$ cat src/common/crs_pkg.sv
/*
 Package of the CRT sync, vertical total/overflow and row-scan/pan block:
 register indices, field positions, reset values and the carrier structs.
 Assumes an indexed 8-bit register port driven by the host interface logic.
*/
// Contract
// Horizontal positions count character clocks
// Vertical positions count scanlines
// Internal hsync starts at sync start match
// Software keeps sync start at or past display end
// Software leaves four clocks before horizontal total
// External hsync delayed zero to three clocks
// Low five counter bits end sync
// Software keeps sync within 31 clocks, blanking
// Sync end bit 7 is blanking end bit 5
// Vertical total is ten bits with overflow
// Software programs total scanlines minus two
// Retrace begins when scanline equals total
// Overflow supplies sync start, display end high bits
// Overflow supplies line compare, blank start bit 8
// Line compare bit always writable
// Coarse pan zero to three bytes
// First row starts at preset row scan
// Software changes row scan only in retrace
// All defined timing bits reset to zero
package crs_pkg;

	// ==========================================================
	// Register indices
	localparam logic [7:0] IDX_HSYNC_START  = 8'h04;
	localparam logic [7:0] IDX_HSYNC_END    = 8'h05;
	localparam logic [7:0] IDX_VTOTAL_LOW   = 8'h06;
	localparam logic [7:0] IDX_VOVERFLOW    = 8'h07;
	localparam logic [7:0] IDX_ROW_SCAN_PAN = 8'h08;

	// ==========================================================
	// Field positions
	localparam int HEND_LSB      = 0;
	localparam int HEND_W        = 5;
	localparam int HDLY_LSB      = 5;
	localparam int HDLY_W        = 2;
	localparam int HBEND5_BIT    = 7;
	localparam int OVF_VT8       = 0;
	localparam int OVF_VDE8      = 1;
	localparam int OVF_VSS8      = 2;
	localparam int OVF_VBS8      = 3;
	localparam int OVF_LC8       = 4;
	localparam int OVF_VT9       = 5;
	localparam int OVF_VDE9      = 6;
	localparam int OVF_VSS9      = 7;
	localparam int ROWSCAN_LSB   = 0;
	localparam int ROWSCAN_W     = 5;
	localparam int PAN_LSB       = 5;
	localparam int PAN_W         = 2;
	localparam int PIXELS_PER_BYTE_LOG2 = 3;
	localparam logic [7:0] ROW_SCAN_PAN_MASK = 8'h7f;
	localparam logic [7:0] REG_RESET = 8'h00;

	// ==========================================================
	// Carriers
	typedef struct packed {
		logic       wr;
		logic       rd;
		logic [7:0] idx;
		logic [7:0] wdata;
	} crs_regreq_s;

	typedef struct packed {
		logic [9:0] vsyncStart9_8;
		logic [9:0] vdisplayEnd9_8;
		logic [9:0] vblankStart8;
		logic [9:0] lineCompare8;
	} crs_vhigh_s;

	typedef struct packed {
		logic [4:0] presetRowScan;
		logic [1:0] coarsePanBytes;
		logic [4:0] coarsePanPixels;
		logic [5:0] hblankEnd;
	} crs_misc_s;

endpackage : crs_pkg

$ cat src/rtl/crs_crtc_timing.sv
/*
 Horizontal sync start/end/delay, 10-bit vertical total with overflow
 register, preset row scan and coarse byte pan of the CRT timing generator.
 Assumes the character and scanline counters, horizontal total and the
 rest of the timing chain live elsewhere and feed this block.
*/
`timescale 1ns/1ps
module crs_crtc_timing
	import crs_pkg::*;
#(
	parameter int HCNT_W = 8,
	parameter int VCNT_W = 10
) (
	input  wire logic              clk,
	input  wire logic              reset_n,
	input  wire crs_regreq_s       regReq,
	output logic [7:0]             regRdata,
	output logic                   regHit,
	input  wire logic              charTick,
	input  wire logic [HCNT_W-1:0] charCount,
	input  wire logic              lineTick,
	input  wire logic [VCNT_W-1:0] scanCount,
	output logic                   hsyncInt,
	output logic                   hsyncExt,
	output logic                   vretraceStart,
	output logic [VCNT_W-1:0]      vtotal,
	output crs_vhigh_s             vhigh,
	output crs_misc_s              misc
);
	// ==========================================================
	// Registers
	logic [7:0] hsyncStart_q, hsyncEndDelay_q, vtotalLow_q, overflow_q, rowScanPan_q;
	logic       hsync_q, hsync_d;
	logic       vretrace_q;

	wire isHss = regReq.idx == IDX_HSYNC_START;
	wire isHse = regReq.idx == IDX_HSYNC_END;
	wire isVtl = regReq.idx == IDX_VTOTAL_LOW;
	wire isOvf = regReq.idx == IDX_VOVERFLOW;
	wire isRsp = regReq.idx == IDX_ROW_SCAN_PAN;

	always_ff @(posedge clk) begin
		if (!reset_n) begin
			hsyncStart_q    <= REG_RESET;
			hsyncEndDelay_q <= REG_RESET;
			vtotalLow_q     <= REG_RESET;
			overflow_q      <= REG_RESET;
			rowScanPan_q    <= REG_RESET;
		end else if (regReq.wr) begin
			if (isHss) hsyncStart_q <= regReq.wdata;
			if (isHse) hsyncEndDelay_q <= regReq.wdata;
			if (isVtl) vtotalLow_q <= regReq.wdata;
			// No write protection: every bit incl. line compare 8 lands
			if (isOvf) overflow_q <= regReq.wdata;
			// Reserved bit 7 is dropped; software is trusted to write in retrace
			if (isRsp) rowScanPan_q <= regReq.wdata & ROW_SCAN_PAN_MASK;
		end
	end

	// ==========================================================
	// Read back
	assign regHit = isHss | isHse | isVtl | isOvf | isRsp;
	always_comb begin
		case (1'b1)
			isHss:   regRdata = hsyncStart_q;
			isHse:   regRdata = hsyncEndDelay_q;
			isVtl:   regRdata = vtotalLow_q;
			isOvf:   regRdata = overflow_q;
			isRsp:   regRdata = rowScanPan_q;
			default: regRdata = 8'h00;
		endcase
	end

	// ==========================================================
	// Horizontal sync, counted in character clocks
	wire [HEND_W-1:0] syncEnd = hsyncEndDelay_q[HEND_LSB +: HEND_W];
	wire startHit = charCount[7:0] == hsyncStart_q;
	wire endHit   = charCount[HEND_W-1:0] == syncEnd;

	// Start wins over end so a zero-width program still yields a pulse edge
	always_comb begin
		hsync_d = hsync_q;
		if (endHit)
			hsync_d = 1'b0;
		if (startHit)
			hsync_d = 1'b1;
	end

	always_ff @(posedge clk) begin
		if (!reset_n)
			hsync_q <= 1'b0;
		else if (charTick)
			hsync_q <= hsync_d;
	end
	assign hsyncInt = hsync_q;

	crs_hsync_delay #(
		.DEPTH(3)
	) u_delay (
		.clk     (clk),
		.reset_n (reset_n),
		.charTick(charTick),
		.syncIn  (hsync_q),
		.delaySel(hsyncEndDelay_q[HDLY_LSB +: HDLY_W]),
		.syncOut (hsyncExt)
	);

	// ==========================================================
	// Vertical total, counted in scanlines
	assign vtotal = {overflow_q[OVF_VT9], overflow_q[OVF_VT8], vtotalLow_q};

	// One pulse per match line, on the line tick where equality first holds
	wire vtHit = scanCount == vtotal;
	always_ff @(posedge clk) begin
		if (!reset_n)
			vretrace_q <= 1'b0;
		else if (lineTick)
			vretrace_q <= vtHit;
	end
	assign vretraceStart = lineTick & vtHit & ~vretrace_q;

	// ==========================================================
	// Overflow bits for the other vertical fields
	assign vhigh.vsyncStart9_8  = {overflow_q[OVF_VSS9], overflow_q[OVF_VSS8], 8'h00};
	assign vhigh.vdisplayEnd9_8 = {overflow_q[OVF_VDE9], overflow_q[OVF_VDE8], 8'h00};
	// Bit 9 comes from the cell height register outside
	assign vhigh.vblankStart8   = {1'b0, overflow_q[OVF_VBS8], 8'h00};
	assign vhigh.lineCompare8   = {1'b0, overflow_q[OVF_LC8], 8'h00};

	// ==========================================================
	// Row scan, pan and blanking end extension
	assign misc.presetRowScan  = rowScanPan_q[ROWSCAN_LSB +: ROWSCAN_W];
	assign misc.coarsePanBytes = rowScanPan_q[PAN_LSB +: PAN_W];
	assign misc.coarsePanPixels = {rowScanPan_q[PAN_LSB +: PAN_W], 3'b000};
	assign misc.hblankEnd = {hsyncEndDelay_q[HBEND5_BIT], 5'b00000};
endmodule : crs_crtc_timing

$ cat src/rtl/crs_hsync_delay.sv
/*
 Programmable 0..3 character-clock delay line for the external hsync.
 Assumes charTick marks one character clock in the clk domain.
*/
`timescale 1ns/1ps
module crs_hsync_delay
	import crs_pkg::*;
#(
	parameter int DEPTH = 3
) (
	input  wire logic              clk,
	input  wire logic              reset_n,
	input  wire logic              charTick,
	input  wire logic              syncIn,
	input  wire logic [HDLY_W-1:0] delaySel,
	output logic                   syncOut
);
	logic [DEPTH:0] tap;
	logic [DEPTH-1:0] stage_q;

	assign tap[0] = syncIn;
	genvar g;
	generate
		for (g = 0; g < DEPTH; g++) begin : g_stage
			always_ff @(posedge clk) begin
				if (!reset_n)
					stage_q[g] <= 1'b0;
				else if (charTick)
					stage_q[g] <= tap[g];
			end
			assign tap[g+1] = stage_q[g];
		end
	endgenerate

	// Zero delay passes through combinationally
	assign syncOut = tap[delaySel];
endmodule : crs_hsync_delay

$ cat config.mk
export PLATFORM = sky130hd
export DESIGN_NAME = crs_crtc_timing
export DESIGN_NICKNAME = d
export VERILOG_FILES = /design/src/common/crs_pkg.sv /design/src/rtl/crs_crtc_timing.sv /design/src/rtl/crs_hsync_delay.sv
export SDC_FILE = /design/constraint.sdc
export NUM_CORES = 1
export LEC_CHECK = 0
export BUFFER_PORTS_ARGS = -buffer_cell sky130_fd_sc_hd__buf_2
export CORE_MARGIN = 2
export CORE_UTILIZATION = 24
export DETAILED_ROUTE_END_ITERATION = 10
export MAX_ROUTING_LAYER = met4
export PLACE_DENSITY = 0.45
export SYNTH_ARGS = -nofsm -noshare
export SYNTH_HDL_FRONTEND = slang
export SYNTH_HIERARCHICAL = 1
export SYNTH_SLANG_ARGS = --single-unit
export TNS_END_PERCENT = 20
$ cat constraint.sdc
create_clock -name clk -period 3.1 [get_ports clk]
set_clock_uncertainty 0.15 [all_clocks]
set_input_delay 0.155 -clock clk [delete_from_list [all_inputs] [get_ports clk]]
set_output_delay 0.155 -clock clk [all_outputs]
set_load 0.05 [all_outputs]
==> reports/qor.csv <==
metric,value,unit
worst-setup-path-type,input pin to primary output,
pre_cts_ws,979.3,ps
wl_met2,3259,µm
ioPinCount,120,
num_antenna_cells,0,
max_freq,506.1,MHz
post_drt_via_cell_ratio,4.256,
worstPathMaxFanout,9,
grt_pass1_wl,10680,µm
hold_class,input pin to flop,
worst_path_largest_cell_delay,480,ps
final_nets,387,
ant_nets,0,
netlist_instances,280,
grt_max_degree,54,
critPathSlowestCell,nor4_4,
synth_top_family_by_area,simple AND/OR/NAND/NOR gates,
fin_setup_tns,0,ps
reg2reg_depth,4,
grt_pass1_vias,1985,
post_cts_resized,0,
dieArea,11620,µm²
tritoncts,yes,
arrival,1670,ps
synthXorXnorAreaFrac,7.793,%
end_kind,primary output,
m1WireLength,3149,µm
core,10370,µm²
crit_end,regRdata[3],
synth-simple-area-share,17.09,%
min_period,1976,ps
drt_pre_antenna_iters,4,
ys_seq_area_share,34.08,%
peakVddDrop,185.8,µV
track_usage,12.42,%
start_util,24.93,%
place.gp.congestion,0.7570,
r2r_slack,1550,ps
port_buffers,76,
p_leak,1.232,nW
setup_viol,0,
synth_cell_types,29,
syn_avg_cell_area,9.232,µm²
synthMuxAreaShare,15.25,%
maxCapViolations,0,
clkTransAtPathRegs,80,ps
tightest_slew,860.8,ps
die_h,107.8,µm
postCtsHoldBufs,1,
critical_path_depth,5,
power_density,383.4,nW/µm²
drive_gt1_share,27.01,%
clk_path_buf_depth,2,
timing.hold.ws,18.32,ps
cts_buffers,5,
die_w,107.8,µm
hold_path.startpoint,regReq[1],
num_rows,37,
hold_viol_final,0,
post_cts_buffers,0,
period_share,63.74,%
setup.worst_path.start,regReq[13],
r2r-start,hsyncEndDelay_q[1]$_SDFFE_PN0P_,
vias,2060,
area_growth,15.83,%
setup.worst_path.start_class,input pin,
outcome,"finished, final reports clean",
top_layer_used,met4,
overflow,0,
path_cells,buf_2 -> nor4_4 -> nand2_1 -> o22ai_1 -> buf_2,
synthAdderAreaFrac,0,%
h-tree-depth,2,
cp.required,2790,ps
crit_top_cell,buf_2,
slew_violations,0,
worstReg2RegEnd,hsyncInt$_SDFFE_PN0P_,
syn_area,2585,µm²
relSlewSlack,42.61,%
dp_hpwl,5369,µm
wl_per_cell,14.21,µm
synth-compound-area-share,9.632,%
crit_family,simple AND/OR/NAND/NOR gates,
critical_path_buf_inv_count,2,
met3WireLength,366,µm
yosys_warnings,6,
grt_setup_unrepaired,false,
setup_ws,1124,ps
root_buffer,clkbuf_8,
drt_iter0_drc,81,
antenna_found_initial,0,
drt-total-wl,6877,µm
clkSinkCount,44,
route.detailed.drc,0,
clock_latency,300,ps
ys_ff_latch,44,
[per-stage QoR]
stage / std cells / utilization (%) / power [mW] / area [µm²]
floorplan: 321 / - / 0.7786 / 2739
global placement: 475 / 27.91 / 0.7859 / 2894
detailed placement: 475 / 27.91 / 0.7861 / 2894
CTS: 484 / 28.87 / 1.164 / 2994
global route: 484 / 28.87 / 1.203 / 2994
finish: 484 / 28.87 / 1.148 / 2994
[state kept, by name, indices dropped and copies added (netlist names)]
name and cells:
overflow_q 8, vtotalLow_q 8, hsyncStart_q 8, hsyncInt 1, vretrace_q 1, hsyncEndDelay_q 8, u_delay/stage_q 3, rowScanPan_q 7
[area by class of cell]
class	count	area [µm²]
clock buffer	8	90.09
fill	1143	7376
inverter	1	3.754
multi-input combinational	216	1444
sequential	44	880.8
tap	136	170.2
timing repair buffer	79	405.4
[synthesized netlist by cell type]
cell / instances / area, µm²
buf_4: 48 / 360.4
dfxtp_1: 44 / 880.8
nor2b_1: 30 / 187.7
mux2i_1: 27 / 270.3
nand3_1: 17 / 85.08
xnor2_1: 16 / 140.1
o21ai_0: 15 / 75.07
a22oi_1: 14 / 105.1
nand2_1: 12 / 45.04
clkbuf_1: 7 / 26.28
mux2_2: 7 / 78.83
o22ai_1: 7 / 43.79
xor2_1: 7 / 61.31
nand4_1: 5 / 31.28
and3_1: 4 / 25.02
buf_2: 4 / 20.02
nor4_1: 3 / 18.77
mux4_2: 2 / 45.04
a31oi_1: 1 / 6.260
a41o_1: 1 / 10.01
and2_1: 1 / 6.260
and3b_1: 1 / 8.760
and4_1: 1 / 8.760
buf_1: 1 / 3.750
conb_1: 1 / 3.750
inv_1: 1 / 3.750
nor2_1: 1 / 3.750
nor4_4: 1 / 21.27
o32ai_1: 1 / 8.760
[report_power, final]
| group | total [mW] | internal, mW | switching [mW] |
|---|---|---|---|
| registers | 0.566 | 0.565 | 0.000661 |
| logic | 0.207 | 0.0415 | 0.166 |
| clock network | 0.375 | 0.182 | 0.193 |
[cell families after synthesis]
family	after synthesis
buf+inv	61
flops	44
xor+xnor	23
simple gates	76
other cells	1
mux	36
compound gates	39
[worst min path at each step]
stage,slack [ps],cells after the start,to
2_1_floorplan,130,1,u_delay/stage_q[2]$_SDFFE_PN0P_
3_3_place_gp,300,3,hsyncStart_q[7]$_SDFFE_PN0P_
3_5_place_dp,310,3,hsyncStart_q[7]$_SDFFE_PN0P_
4_1_cts,20,3,rowScanPan_q[1]$_SDFFE_PN0P_
5_1_grt,20,3,rowScanPan_q[4]$_SDFFE_PN0P_
6_report,20,3,rowScanPan_q[1]$_SDFFE_PN0P_
[per-layer routing]
| metal | GRT usage [%] | vias to the layer above |
|---|---|---|
| met5 | - | - |
| met4 | 3.205 | 0 |
| met1 | 15.77 | 949 |
| met2 | 19.81 | 75 |
| met3 | 3.027 | 11 |
| li1 | - | 1025 |
[cell usage in the layout (no fill, tap or decap), types with 2 or more instances in the layout]
cell      netlist  routed
clkbuf_8        0       6
nor2b_1        30      30
buf_2           4      76
xnor2_1        16      16
nand3_1        17      17
xor2_1          7       7
and3_1          4       4
a22oi_1        14      14
o22ai_1         7       7
clkbuf_1        7       2
o21ai_0        15      15
dfxtp_1        44      44
nor4_1          3       3
mux2_2          7       7
mux4_2          2       2
nand4_1         5       5
nand2_1        12      12
buf_4          48       2
conb_1          1      42
mux2i_1        27      27
[tightest hold or removal path: cells and delay by family]
kind | cells | cell delay (ps)
AO/OA/AOI/OAI | 1 | 70
buffers and inverters | 1 | 120
AND/OR/NAND/NOR | 1 | 70
No activity file was read; power rests on OpenSTA's default activity.
